--- src/verilog/sid_subtractor.sv ---
// Package of datapath constants and the 8-bit subtract-with-flags unit
`timescale 1ns/10ps

package sid_pkg;
   localparam int   SID_DATA_W   = 8;
   localparam int   SID_NIBBLE_W = 4;
   localparam int   SID_SIGN_BIT = SID_DATA_W - 1;
   localparam logic [7:0] SID_ACCUM_RST = 8'h00;
   localparam logic SID_FLAG_RST = 1'b0;
   localparam logic SID_NO_BORROW = 1'b1;
   localparam logic SID_BORROW    = 1'b0;

   // Operation selector from the instruction decoder
   typedef enum logic [1:0] {
      SID_OP_NONE    = 2'b00,
      SID_OP_SUB_MEM = 2'b01,
      SID_OP_SUB_TO_MEMORY = 2'b10,
      SID_OP_SUB_IMM = 2'b11
   } sid_op_e;
endpackage

////////////////////////////////////////////////////////////////////////////////
// Minuend minus subtrahend, with borrow-style carry, aux carry, overflow, zero
module sid_subtractor #(
   parameter int DataW   = sid_pkg::SID_DATA_W,
   parameter int NibbleW = sid_pkg::SID_NIBBLE_W
) (
   input  wire logic [DataW-1:0] minuend,
   input  wire logic [DataW-1:0] subtrahend,
   output logic      [DataW-1:0] difference,
   output logic                  noBorrow,
   output logic                  nibbleNoBorrow,
   output logic                  signedOverflow,
   output logic                  isZero
);
   import sid_pkg::*;

   logic [DataW:0]   wideDiff;
   logic [NibbleW:0] nibbleDiff;

   // Full-width and low-nibble differences, top bit is the borrow
   assign wideDiff   = {1'b0, minuend} - {1'b0, subtrahend};
   assign nibbleDiff = {1'b0, minuend[NibbleW-1:0]} - {1'b0, subtrahend[NibbleW-1:0]};
   assign difference = wideDiff[DataW-1:0];

   // Carry is inverted borrow: set when no borrow
   assign noBorrow       = ~wideDiff[DataW];
   assign nibbleNoBorrow = ~nibbleDiff[NibbleW];
   // Signs differ and result sign differs from minuend
   assign signedOverflow = (minuend[DataW-1] ^ subtrahend[DataW-1])
                         & (minuend[DataW-1] ^ wideDiff[DataW-1]);
   assign isZero = (wideDiff[DataW-1:0] == '0);
endmodule
--- src/verilog/sid_datapath.sv ---
// Subtract-instruction datapath: accumulator, memory write-back and flags
// Notes on behaviour
// - Memory-operand subtract: accumulator minus memory byte into accumulator, four flags updated.
// - Subtract-to-memory: same difference written back to the memory location, same flags.
// - Immediate subtract: accumulator minus instruction constant into accumulator.
// - A borrow (negative result) clears the carry flag to 0.
// - No borrow (zero or positive result) sets the carry flag to 1.

`timescale 1ns/10ps

module sid_datapath (
   input  wire logic                          clk_sys,
   input  wire logic                          rstn,
   input  wire logic                          opValid,
   input  wire sid_pkg::sid_op_e              opSel,
   input  wire logic [sid_pkg::SID_DATA_W-1:0] memRdData,
   input  wire logic [sid_pkg::SID_DATA_W-1:0] immData,
   input  wire logic                          accLoad,
   input  wire logic [sid_pkg::SID_DATA_W-1:0] accLoadData,
   output logic      [sid_pkg::SID_DATA_W-1:0] accumulatorReg,
   output logic      [sid_pkg::SID_DATA_W-1:0] memWrData,
   output logic                               memWrEn,
   output logic                               overflowFlag,
   output logic                               zeroFlag,
   output logic                               auxCarryFlag,
   output logic                               carryFlag,
   output logic                               opDone
);
   import sid_pkg::*;

   logic [SID_DATA_W-1:0] operand;
   logic [SID_DATA_W-1:0] diff;
   logic                  noBorrow;
   logic                  nibbleNoBorrow;
   logic                  signedOverflow;
   logic                  isZero;
   logic                  doSub;
   logic                  toAccum;
   logic                  toMemory;
   logic [SID_DATA_W-1:0] accum_nxt;
   logic [SID_DATA_W-1:0] expDiff;

   ////////////////////////////////////////////////////////////////////////////
   // Operation decode and operand select
   assign doSub    = opValid & (opSel != SID_OP_NONE);
   assign toMemory = opValid & (opSel == SID_OP_SUB_TO_MEMORY);
   assign toAccum  = opValid & ((opSel == SID_OP_SUB_MEM) | (opSel == SID_OP_SUB_IMM));
   assign operand  = (opSel == SID_OP_SUB_IMM) ? immData : memRdData;

   // Shared subtract unit
   sid_subtractor #(
      .DataW   (SID_DATA_W),
      .NibbleW (SID_NIBBLE_W)
   ) u_sub (
      .minuend        (accumulatorReg),
      .subtrahend     (operand),
      .difference     (diff),
      .noBorrow       (noBorrow),
      .nibbleNoBorrow (nibbleNoBorrow),
      .signedOverflow (signedOverflow),
      .isZero         (isZero)
   );

   // Memory-operand or immediate subtract result beats a plain load in the same cycle
   assign accum_nxt = toAccum ? diff : (accLoad ? accLoadData : accumulatorReg);

   ////////////////////////////////////////////////////////////////////////////
   // Accumulator register
   always_ff @(posedge clk_sys or negedge rstn) begin
      if (!rstn) begin
         accumulatorReg <= SID_ACCUM_RST;
      end else begin
         accumulatorReg <= accum_nxt;
      end
   end

   // Memory write-back port, write enable is high for one cycle per subtract-to-memory
   always_ff @(posedge clk_sys or negedge rstn) begin
      if (!rstn) begin
         memWrData <= SID_ACCUM_RST;
         memWrEn   <= 1'b0;
         opDone    <= 1'b0;
      end else begin
         memWrData <= toMemory ? diff : memWrData;
         memWrEn   <= toMemory;
         opDone    <= doSub;
      end
   end

   // Status flags, updated by every subtract
   always_ff @(posedge clk_sys or negedge rstn) begin
      if (!rstn) begin
         overflowFlag <= SID_FLAG_RST;
         zeroFlag     <= SID_FLAG_RST;
         auxCarryFlag <= SID_FLAG_RST;
         carryFlag    <= SID_FLAG_RST;
      end else if (doSub) begin
         overflowFlag <= signedOverflow;
         zeroFlag     <= isZero;
         auxCarryFlag <= nibbleNoBorrow;
         carryFlag    <= noBorrow ? SID_NO_BORROW : SID_BORROW;
      end
   end

   ////////////////////////////////////////////////////////////////////////////
   // Reference difference for the checks, independent of the subtract unit
   assign expDiff = accumulatorReg - operand;

   // Memory-operand subtract lands in the accumulator, no memory write
   a_acc_mem_sub: assert property (@(posedge clk_sys) disable iff (!rstn)
      (opValid && opSel == SID_OP_SUB_MEM) |=> (accumulatorReg == $past(expDiff)) && !memWrEn && opDone)
      else $error("memory subtract did not load accumulator");

   // Subtract-to-memory writes the difference back and leaves accumulator alone
   a_mem_write_back: assert property (@(posedge clk_sys) disable iff (!rstn)
      (opValid && opSel == SID_OP_SUB_TO_MEMORY && !accLoad)
      |=> memWrEn && (memWrData == $past(expDiff)) && $stable(accumulatorReg) ##1 !memWrEn || $past(toMemory))
      else $error("memory write-back wrong");

   // Immediate subtract uses the instruction constant
   a_imm_sub: assert property (@(posedge clk_sys) disable iff (!rstn)
      (opValid && opSel == SID_OP_SUB_IMM) |=> accumulatorReg == $past(accumulatorReg) - $past(immData))
      else $error("immediate subtract wrong");

   // Borrow clears the carry flag
   a_borrow_clear: assert property (@(posedge clk_sys) disable iff (!rstn)
      (doSub && (accumulatorReg < operand)) |=> (carryFlag == 1'b0))
      else $error("carry not cleared on borrow");

   // No borrow sets the carry flag
   a_noborrow_set: assert property (@(posedge clk_sys) disable iff (!rstn)
      (doSub && (accumulatorReg >= operand)) |=> (carryFlag == 1'b1))
      else $error("carry not set without borrow");

   // Zero flag follows a zero difference
   a_zero_flag: assert property (@(posedge clk_sys) disable iff (!rstn)
      doSub |=> zeroFlag == ($past(accumulatorReg) == $past(operand)))
      else $error("zero flag wrong");

   // Aux carry follows low-nibble no-borrow
   a_aux_carry: assert property (@(posedge clk_sys) disable iff (!rstn)
      doSub |=> auxCarryFlag == ($past(accumulatorReg[3:0]) >= $past(operand[3:0])))
      else $error("aux carry flag wrong");

   // Overflow when operand signs differ and result sign flips from minuend
   a_overflow_flag: assert property (@(posedge clk_sys) disable iff (!rstn)
      doSub |=> overflowFlag == (($past(accumulatorReg[7]) != $past(operand[7]))
                                 && ($past(expDiff[7]) != $past(accumulatorReg[7]))))
      else $error("overflow flag wrong");

   // Flags hold when no subtract runs
   a_flags_hold: assert property (@(posedge clk_sys) disable iff (!rstn)
      !doSub |=> $stable({overflowFlag, zeroFlag, auxCarryFlag, carryFlag}))
      else $error("flags changed without subtract");

   ////////////////////////////////////////////////////////////////////////////
   // Pulse, hold, priority, flag-consistency and reset checks on the outputs
   // Completion pulse only follows an accepted subtract
   a_done_pulse: assert property (@(posedge clk_sys) disable iff (!rstn)
      !doSub
      |=> !opDone)
      else $error("completion pulse without subtract");

   // Every accepted subtract reports completion on the next edge
   a_done_follows: assert property (@(posedge clk_sys) disable iff (!rstn)
      doSub
      |=> opDone)
      else $error("subtract without completion pulse");

   // Write strobe only follows a subtract-to-memory
   a_write_pulse: assert property (@(posedge clk_sys) disable iff (!rstn)
      !toMemory
      |=> !memWrEn)
      else $error("write strobe without write-back");

   // Write-back data holds between write-backs
   a_write_data_hold: assert property (@(posedge clk_sys) disable iff (!rstn)
      !toMemory
      |=> $stable(memWrData))
      else $error("write-back data changed without write");

   // A write strobe is always part of a completed subtract
   a_write_with_done: assert property (@(posedge clk_sys) disable iff (!rstn)
      memWrEn
      |-> opDone)
      else $error("write strobe without completion");

   // A valid slot with no operation changes nothing
   a_none_ignored: assert property (@(posedge clk_sys) disable iff (!rstn)
      (opValid && opSel == SID_OP_NONE && !accLoad)
      |=> $stable(accumulatorReg) && !opDone && !memWrEn)
      else $error("empty operation had an effect");

   // Plain load reaches the accumulator when no subtract targets it
   a_acc_load: assert property (@(posedge clk_sys) disable iff (!rstn)
      (accLoad && !toAccum)
      |=> accumulatorReg == $past(accLoadData))
      else $error("accumulator load lost");

   // Accumulator holds without a load or an accumulator subtract
   a_acc_hold: assert property (@(posedge clk_sys) disable iff (!rstn)
      (!accLoad && !toAccum)
      |=> $stable(accumulatorReg))
      else $error("accumulator changed without cause");

   // Memory-operand subtract wins over a load in the same cycle
   a_sub_over_load: assert property (@(posedge clk_sys) disable iff (!rstn)
      (accLoad && opValid && opSel == SID_OP_SUB_MEM)
      |=> accumulatorReg == $past(accumulatorReg) - $past(memRdData))
      else $error("load beat memory subtract");

   // A zero difference never borrows and never overflows
   a_zero_consistent: assert property (@(posedge clk_sys) disable iff (!rstn)
      (opDone && zeroFlag)
      |-> carryFlag && auxCarryFlag && !overflowFlag)
      else $error("zero result with inconsistent flags");

   // Asynchronous reset clears the accumulator, pulses and flags
   a_reset_clear: assert property (@(posedge clk_sys)
      !rstn ##1 !rstn
      |-> (accumulatorReg == SID_ACCUM_RST) && !memWrEn && !opDone
          && !overflowFlag && !zeroFlag && !auxCarryFlag && !carryFlag)
      else $error("outputs not cleared in reset");
endmodule

--- config.mk ---
export PLATFORM = sky130hd
export DESIGN_NAME = sid_datapath
export DESIGN_NICKNAME = d
export VERILOG_FILES = /design/src/verilog/sid_subtractor.sv /design/src/verilog/sid_datapath.sv
export SDC_FILE = /design/constraint.sdc
export NUM_CORES = 1
export LEC_CHECK = 0
export ABC_AREA = 0
export BUFFER_PORTS_ARGS = -buffer_cell sky130_fd_sc_hd__buf_4
export CORE_MARGIN = 8
export CORE_UTILIZATION = 52
export DETAILED_ROUTE_END_ITERATION = 8
export GPL_ROUTABILITY_DRIVEN = 0
export PLACE_DENSITY = 0.86
export SLEW_MARGIN = 20
export SYNTH_ARGS = -nofsm -noshare
export SYNTH_HDL_FRONTEND = slang
export SYNTH_SLANG_ARGS = --single-unit
--- constraint.sdc ---
create_clock -name clk_sys -period 4.85 [get_ports clk_sys]
set_input_delay 0.7275 -clock clk_sys [delete_from_list [all_inputs] [get_ports clk_sys]]
set_output_delay 0.7275 -clock clk_sys [all_outputs]
set_load 0.005 [all_outputs]
==> impl_metrics.csv, run 1 <==
group,metric,value,unit
die,initial_core_util,54.7,%
synth,synth_area_leader_cell,"dfrtp_1",
synth,yosysSeqAreaShare,40.6,%
synth,ys_seq_elements,22,
sta,tns,0,ns
global_routing,grt_overflow,0,
global_routing,grt_max_degree,23,
global_routing,grt.total_usage,16.7,%
die,dieHeight,67.0,microns
worst_setup_path,setup.worst_path.end_class,"register",
layout,antenna_cells,0,
flow_run,maxCapViolCount,0,
global_routing,antenna_found_initial,0,
routing,dr.pass1.iters,4,
synth,synth_area_leaders,"dfrtp_1 (41%), ha_1 (7.4%), mux2i_1 (6.6%)",
synth,synth-edff-count,0,
cts,htreeDepth,1,
routing,dr_wl_met2,1910,microns
worst_setup_path,crit_start,"opSel[0]",
synth,synthArstFlopShare,100,%
routing,route.met3.wl,146,microns
cts,clk_latency,0.31,ns
cts,cts_inserted_buffers,3,
place,io_buffer_count,51,
synth,synth_flop_cell,"dfrtp_1",
synth,yosysTopAreaCellShare,40.6,%
routing,wire_per_inst,16.6,microns
layout,ff_latch_area,551,sq um
layout,drive_gt1_share,34.0,%
die,die_width,67.0,microns
routing,route.detailed.drc,0,
pwr,ir_drop,0.223,mV
layout,fillers,195,
layout,final_common_cell,"buf_4",
sta,period_share,63.6,%
layout,nets,232,
pwr,p_leak,0.910,nW
cts,clk_pin_slew_worst_paths,0.12,ns
pwr,pwr_density_cell,403,mW/mm^2
sta,fin_skew,0.00381,ns
layout,fin_cells,221,
place,hpwl,3010,microns
global_routing,grt_pass1_vias,1248,
die,io_pins,52,
place,place_inst,218,
worst_setup_path,r2r-start,"accumulatorReg[0]",
synth,yosys_warnings,0,
cts,ctsHoldBuffers,0,
worst_setup_path,cp-start-kind,"input pin",
layout,area_growth,31.9,%
die,core-area,0.00248,sq mm
worst_setup_path,worstReg2RegEnd,"zeroFlag",
routing,drt_iter0_drc,101,
sta,tightest_slew,0.596,ns
routing,ant_nets,0,
cts,cts_tree,"yes",
cts,clock-sinks,22,
routing,routed_via_density,5.67,
synth,yosysUniqueCellTypes,35,
sta,maxSlewHeadroom,60.0,%
status,status,"complete, no violations",
synth,syn_area,0.00136,sq mm
synth,syn-instance-count,140,
sta,setup_viol,0,
worst_setup_path,crit_fanout,8,
layout,final_cell_mix,"buf_4 (51), dfrtp_1 (22), nand2_1 (21)",
global_routing,grt_pass1_wl,5910,microns
routing,num_vias,1253,
sta,hold_viol_final,0,
sta,rsz0062_at_grt,"no",
routing,wl_met1,1530,microns
cts,cts_resized,0,
routing,wl,3660,microns
routing,top_layer,"met4",
sta,maxSlewViolCount,0,
cts,cts_setup_buffers,0,
sta,period_minus_slack,3.09,ns
worst_hold_path,holdCritPathClass,"in -> async",
synth,syn_avg_cell_area,9.68,sq um
die,fp-row-count,18,
worst_setup_path,required,5.07,ns
layout,multiInputGateArea,767,sq um
sta,fmax,324,MHz
worst_setup_path,r2r_cells,9,
cts,cts_buffer_depth,2,
worst_setup_path,setup.worst_path.class,"in -> reg",
synth,syn-num-nets,179,
worst_setup_path,r2r_slack,2.44,ns
die,dieArea,0.00450,sq mm
cts,root_buffer,"clkbuf_4",
worst_setup_path,arrival,3.31,ns
## final cells by class
cell class / count / share of cell area, %
multi-input combinational: 108 / 42.9
inverter: 7 / 1.47
timing repair buffer: 51 / 21.4
clock buffer: 3 / 1.26
tap: 30 / 2.10
sequential: 22 / 30.8
## cell usage after synthesis (all sizes together) (2+ instances only)
| master | number |
|---|---|
| a21oi | 7 |
| a31oi | 2 |
| clkbuf | 3 |
| dfrtp | 22 |
| ha | 8 |
| inv | 7 |
| mux2 | 7 |
| mux2i | 9 |
| nand2 | 21 |
| nand3b | 2 |
| nor2 | 6 |
| o211ai | 3 |
| o21ai | 19 |
| or3 | 2 |
| xor2 | 3 |
## routing by layer
layer / global-route usage, % / up-vias
met4: 6.27 / 0
met5: 0 / -
met3: 1.68 / 6
met2: 29.3 / 38
met1: 20.5 / 600
li1: - / 609
## worst max-delay path, stage by stage
cell      delay, ns
buf_4          0.12
nand2_1        0.37
mux2_2         0.25
ha_1           0.15
inv_1          0.06
fa_1           0.41
a211o_1        0.34
a2111o_1       0.37
o211ai_1       0.16
nand4b_1       0.15
o31ai_2        0.20
## report_power, final
part	leakage (nW)	internal (mW)	switching, mW	total [mW]
logic	0.626	0.184	0.178	0.362
registers	0.271	0.235	0.0391	0.274
clock network	0.0138	0.0290	0.0554	0.0844
total	0.910	0.448	0.272	0.720
## metrics by stage
stage / util (%) / power, mW / hold slack (ns) / cell area [sq um] / setup slack [ns]
after floorplan: - / 0.476 / 0.432 / 1360 / 1.87
after global placement: 71.2 / 0.620 / 0.462 / 1760 / 1.60
after detailed placement: 71.2 / 0.639 / 0.474 / 1760 / 1.49
after CTS: 72.1 / 0.721 / 0.296 / 1790 / 1.79
after global routing: 72.1 / 0.774 / 0.292 / 1790 / 1.68
final: 72.1 / 0.720 / 0.285 / 1790 / 1.76
## worst max-delay path by stage
stage,depth (start not counted),end,slack [ns]
final,11,zeroFlag,1.76
after global routing,11,zeroFlag,1.68
after CTS,11,zeroFlag,1.79
after detailed placement,11,zeroFlag,1.49
after global placement,11,zeroFlag,1.60
after floorplan,10,zeroFlag,1.87
## cells by family (layout without fill, tap and decap cells)
| logic type | count (synthesis) | after routing | share of synthesized area, % |
|---|---|---|---|
| AOI/OAI and AO/OA | 40 | 40 | 18.7 |
| xor gates and xnor gates | 4 | 4 | 2.59 |
| adders and majority gates | 9 | 9 | 8.86 |
| buffers and inverters | 10 | 61 | 2.77 |
| DFF | 22 | 22 | 40.6 |
| muxes | 16 | 16 | 12.5 |
| and+or+nand+nor | 39 | 39 | 14.0 |
## registers in the layout, summed over array words and instances (netlist names)
name,cells
overflowFlag,1
opDone,1
memWrEn,1
memWrData,8
auxCarryFlag,1
accumulatorReg,8
zeroFlag,1
carryFlag,1
Power figures use the tool's default switching activity.
==> inputs of run 2 (changes only) <==
CORE_UTILIZATION = 44   (was 52)
PLACE_DENSITY = 0.78   (was 0.86)
clock period = 2.7 ns   (was 4.85 ns; I/O delays follow)
==> run 2 against run 1 <==
  * Via count up 2.4%
  * Utilization is 11 points lower
  * Global-route usage decreased by 1.3 points
  * Total power increased by 84%
  * Critical endpoint unchanged
  * Sequential power up 78%
==> impl_metrics.csv, run 2 (synthesis gave the netlist of run 1 again) <==
group,metric,value,unit
global_routing,grt_max_degree,23,
worst_setup_path,endpoint,"zeroFlag",
die,io_pins,52,
sta,fin_skew,0.00299,ns
die,initial_core_util,45.1,%
layout,final_cell_mix,"buf_4 (57), dfrtp_1 (22), nand2_1 (21)",
sta,setup_viol,0,
cts,cts_setup_buffers,0,
sta,maxSlewViolCount,0,
worst_setup_path,cp_slowest_cell,"fa_1",
routing,dr.pass1.iters,4,
worst_setup_path,worst-path-stages,11,
pwr,ir_drop,0.250,mV
sta,fin_ws,0.288,ns
cts,cts_tree,"yes",
cts,clk_latency,0.31,ns
sta,rsz0062_at_grt,"no",
pwr,p_leak,0.941,nW
worst_setup_path,required,2.93,ns
cts,clock-sinks,22,
layout,antenna_cells,0,
sta,hold_viol_final,0,
cts,root_buffer,"clkbuf_4",
global_routing,grt_overflow,0,
worst_setup_path,setup.worst_path.end_class,"register",
global_routing,grt_pass1_vias,1391,
sta,period_minus_slack,2.41,ns
layout,nets,239,
worst_setup_path,crit_family,"compound AO/OA/AOI/OAI gates",
layout,area_growth,36.2,%
worst_setup_path,crit_start,"opSel[0]",
routing,wl,3780,microns
routing,drt_iter0_drc,73,
routing,route.detailed.drc,0,
worst_setup_path,r2r_slack,0.33,ns
worst_setup_path,cp-start-kind,"input pin",
status,status,"complete, no violations",
worst_setup_path,worstReg2RegEnd,"zeroFlag",
cts,clk_pin_slew_worst_paths,0.12,ns
place,hpwl,3110,microns
worst_setup_path,r2r_cells,9,
global_routing,antenna_found_initial,0,
layout,reg_top3,"accumulatorReg (8), memWrData (8)",
die,core-area,0.00300,sq mm
routing,ant_nets,0,
worst_hold_path,holdCritPathClass,"in -> reg",
worst_setup_path,arrival,2.64,ns
worst_setup_path,setup.worst_path.class,"in -> reg",
pwr,pwr_density_cell,718,mW/mm^2
cts,cts_buffer_depth,2,
flow_run,maxCapViolCount,0,
layout,drive_gt1_share,35.9,%
sta,period_share,89.4,%
die,dieArea,0.00511,sq mm
worst_setup_path,r2r-start,"accumulatorReg[0]",
place,dp_slack,-0.0351,ns
sta,tightest_slew,0.644,ns
worst_setup_path,cp.buffers_inverters,2,
cts,cts_resized,0,
routing,routed_via_density,5.55,
worst_setup_path,slowest_delay,0.42,ns
cts,cts_inserted_buffers,3,
layout,final_common_cell,"buf_4",
routing,wire_per_inst,16.4,microns
die,die_width,71.5,microns
worst_setup_path,crit_fanout,4,
routing,num_vias,1283,
place,io_buffer_count,51,
sta,hold_ws,0.405,ns
sta,maxSlewHeadroom,56.8,%
sta,fmax,415,MHz
die,fp-row-count,20,
die,dieHeight,71.5,microns
global_routing,grt.total_usage,15.4,%
worst_setup_path,path_cells,"buf_4, nand2_1, mux2_2, ha_1, inv_1, fa_1, a211o_1, a2111o_1, o211ai_1, nand4b_1, o31ai_2",
cts,htreeDepth,1,
global_routing,grt_pass1_wl,6310,microns
[run 2: cell count changes in the layout (fill, tap and decap cells not counted)]
| cell | delta |
|---|---|
| dlygate4sd3_1 | +1 |
| buf_4 | +6 |
[run 2: power breakdown]
part / total [mW] / internal, mW / switching (mW)
combinational: 0.688 / 0.361 / 0.327
clock: 0.149 / 0.0522 / 0.0969
sequential: 0.489 / 0.421 / 0.0673
[run 2: worst register-to-register path, delay by kind of cell, from the launching register on]
| kind | cells | cell delay (ns) |
|---|---|---|
| AO/OA/AOI/OAI | 4 | 1.01 |
| adder cells (fa/ha/maj) | 2 | 0.59 |
| buffers and inverters | 2 | 0.12 |
| AND/OR/NAND/NOR | 1 | 0.15 |
| flip-flops | 1 | 0.40 |
[run 2: worst min path at each step]
stage,start,to,slack (ns),cells past startpoint
3_5_place_dp,rstn,accumulatorReg[2],0.32,1
6_report,accLoadData[2],accumulatorReg[2],0.40,3
5_1_grt,accLoadData[2],accumulatorReg[2],0.44,3
4_1_cts,accLoadData[2],accumulatorReg[2],0.41,3
2_1_floorplan,rstn,accumulatorReg[0],0.11,0
3_3_place_gp,rstn,accumulatorReg[2],0.31,1
[run 2: cell type report]
type / count / area (sq um)
inverters: 7 / 26.3
well taps: 33 / 41.3
clock buffers: 3 / 22.5
flip-flops and latches: 22 / 551
multi-input cells: 108 / 767
repair buffers: 58 / 438
fillers: 251 / 1160
[run 2: timing repair]
action | 4_1_cts | 5_1_grt
setup endpoints to repair | 0 | 0
hold buffers | 1 | 0
endpoints found under the hold margin | 22 | 0
[run 2: metal layers]
layer  wire length [microns]  GRT usage [%]  up-vias
li1                        -              -      623
met1                    1520           16.6      624
met2                    1990           27.3       31
met3                     193           3.35        5
met4                      65           8.62        0
met5                       0              0        -
[run 2: through the flow]
stage | cells | instance area (sq um) | utilization (%) | setup TNS [ns] | total power [mW]
finish | 231 | 1850 | 61.5 | 0 | 1.33
global route | 231 | 1850 | 61.5 | 0 | 1.43
CTS | 231 | 1850 | 61.5 | 0 | 1.33
detailed placement | 227 | 1810 | 60.4 | -0.0351 | 1.18
global placement | 227 | 1810 | 60.4 | 0 | 1.15
floorplan | 140 | 1360 | - | 0 | 0.855
==> inputs of run 3 (changes only) <==
ABC_AREA = 1   (was 0)
==> run 3 against run 2 <==
  * Combinational power decreased by 18%
  * Sequential cell count unchanged
  * Wire length decreased by 3.1%
  * Critical path depth grew 2
  * Sequential share of layout area fell by 0.59 points
  * Clock skew increased by 0.015 ns
  * Synthesized cell count grew 24%
  * Final area rose by 2.0%
  * Largest power group unchanged
==> impl_metrics.csv, run 3 <==
group,metric,value,unit
synth,ys_seq_elements,22,
worst_setup_path,r2r_slack,0.78,ns
sta,rsz0062_at_grt,"no",
die,initial_core_util,45.9,%
layout,antenna_cells,0,
cts,htreeDepth,1,
worst_setup_path,cp_slowest_cell,"fa_1",
global_routing,grt_pass1_wl,6270,microns
synth,synthMostInstantiatedCell,"nand2_1",
die,core-area,0.00303,sq mm
synth,synth_flop_cell,"dfrtp_1",
synth,synth_mux_area_share,5.86,%
sta,maxSlewViolCount,0,
worst_setup_path,setup.worst_path.class,"in -> reg",
cts,cts_buffer_depth,2,
routing,dr.pass1.iters,7,
sta,period_minus_slack,2.01,ns
layout,final_cell_mix,"buf_4 (52), nand2_1 (48), dfrtp_1 (22)",
worst_setup_path,crit_family,"adder cells",
worst_setup_path,cp-start-kind,"input pin",
pwr,pwr-share-comb,43.7,%
place,hpwl,3030,microns
pwr,ir_drop,0.253,mV
die,dieHeight,72.2,microns
worst_hold_path,holdCritPathClass,"in -> reg",
die,io_pins,52,
sta,fmax,497,MHz
routing,ant_nets,0,
worst_setup_path,crit_fanout,4,
synth,yosysTopAreaCellShare,39.6,%
pwr,p_int,0.827,mW
synth,synth_area_leader_cell,"dfrtp_1",
routing,top_layer,"met4",
routing,wl,3660,microns
worst_setup_path,cp.buffers_inverters,3,
pwr,p_leak,1.03,nW
synth,yosys_warnings,0,
layout,reg_top3,"accumulatorReg (8), memWrData (8)",
synth,yosys.area_share.xor_xnor,1.80,%
synth,synth_simple_gate_area_share,30.5,%
routing,drt_iter0_drc,77,
layout,fillers,278,
sta,tns,0,ns
routing,wire_per_inst,13.5,microns
worst_setup_path,required,2.97,ns
pwr,finalPower,1.29,mW
routing,num_vias,1366,
pwr,pwr-share-clk,20.1,%
cts,root_buffer,"clkbuf_4",
synth,synth_area_leaders,"dfrtp_1 (40%), nand2_1 (13%), ha_1 (7.2%)",
sta,maxSlewHeadroom,78.8,%
pwr,pwr-share-seq,36.2,%
worst_setup_path,arrival,2.29,ns
synth,yosysSeqAreaShare,39.6,%
pwr,power_switching,0.460,mW
cts,clk_latency,0.32,ns
cts,ctsHoldBuffers,1,
synth,yosys-top-cells-count,"nand2_1 (48), dfrtp_1 (22), nand3_1 (20)",
synth,syn_area,0.00139,sq mm
sta,hold_viol_final,0,
synth,syn_avg_cell_area,8.03,sq um
die,fp-row-count,20,
worst_setup_path,slowest_delay,0.42,ns
layout,drive_gt1_share,30.0,%
routing,wl_met1,1660,microns
pwr,swShare,35.7,%
routing,dr_wl_met2,1740,microns
synth,synthArstFlopShare,100,%
cts,clk_pin_slew_worst_paths,0.14,ns
sta,period_share,74.5,%
routing,route.met3.wl,215,microns
synth,synth_top_family_by_area,"simple AND/OR/NAND/NOR gates",
flow_run,maxCapViolCount,0,
synth,syn-num-nets,212,
worst_setup_path,setup.worst_path.end_class,"register",
synth,synth-compound-area-share,8.02,%
status,status,"complete, no violations",
routing,routed_via_density,5.04,
cts,clock-sinks,22,
global_routing,antenna_found_initial,0,
cts,cts_resized,0,
synth,yosysUniqueCellTypes,27,
global_routing,grt.total_usage,14.6,%
place,io_buffer_count,51,
sta,tightest_slew,0.309,ns
die,die_width,72.2,microns
cts,cts_tree,"yes",
global_routing,grt_pass1_vias,1404,
synth,synth-adder-area-share,8.65,%
layout,final_common_cell,"buf_4",
worst_setup_path,path_cells,"buf_4, nand2_2, mux2_2, ha_1, inv_1, fa_1, inv_1, nand3_2, nor2_1, nand3_1, nor2_1, nand3_1, nand2_1",
synth,syn-instance-count,173,
layout,nets,267,
layout,area_growth,35.6,%
sta,fin_skew,0.0175,ns
global_routing,grt_max_degree,23,
cts,cts_inserted_buffers,3,
die,dieArea,0.00521,sq mm
routing,route.detailed.drc,0,
sta,setup_viol,0,
cts,cts_setup_buffers,0,
global_routing,grt_overflow,0,
pwr,pwr_density_cell,683,mW/mm^2
synth,synth-edff-count,0,
==> run 3: final timing paths <==
path	from	end	cells after the start
max reg2reg	accumulatorReg[0]	accumulatorReg[6]	12
max in group asynchronous	rstn	accumulatorReg[2]	2
min in group asynchronous	rstn	overflowFlag	2
min reg2reg	memWrData[6]	memWrData[6]	2
min	opSel[0]	memWrEn	2
max	opSel[0]	zeroFlag	13
==> run 3: area by class of cell <==
cell class | count | area [sq um] | share of cell area, %
Multi-Input combinational cell | 131 | 761 | 40.4
Timing Repair Buffer | 53 | 400 | 21.3
Clock inverter | 1 | 30.0 | 1.59
Clock buffer | 3 | 22.5 | 1.20
Tap cell | 44 | 55.1 | 2.92
Sequential cell | 22 | 551 | 29.2
Inverter | 17 | 63.8 | 3.39
==> run 3: stage by stage <==
stage	hold slack, ns	setup WS [ns]	instances	util [%]	instance area, sq um
6_report	0.298	0.687	271	62.2	1880
5_1_grt	0.304	0.483	271	62.2	1880
3_3_place_gp	0.309	0.398	266	60.1	1820
2_1_floorplan	0.109	0.553	173	-	1390
3_5_place_dp	0.310	0.351	266	60.1	1820
4_1_cts	0.298	0.672	271	62.2	1880
==> run 3: cell families (layout without fill, tap and decap cells) <==
logic type	after synthesis	in the layout
AOI/OAI and AO/OA	19	19
xor gates and xnor gates	2	2
adders and majority gates	9	9
buffers and inverters	20	74
DFF	22	22
muxes	8	8
and+or+nand+nor	93	93
==> run 3: power groups by stage <==
| stage | logic, mW | clock network [mW] | registers (mW) |
|---|---|---|---|
| 2_1_floorplan | 0.317 | 0 | 0.470 |
| 3_3_place_gp | 0.559 | 0 | 0.467 |
| 3_5_place_dp | 0.566 | 0 | 0.473 |
| 4_1_cts | 0.570 | 0.257 | 0.466 |
| 5_1_grt | 0.638 | 0.270 | 0.475 |
| 6_report | 0.562 | 0.258 | 0.466 |
==> run 3: per-layer routing <==
| metal | vias to the layer above | global-route usage [%] |
|---|---|---|
| li1 | 681 | - |
| met1 | 639 | 18.2 |
| met2 | 42 | 24.6 |
| met3 | 4 | 2.75 |
| met4 | 0 | 4.76 |
| met5 | - | 0 |
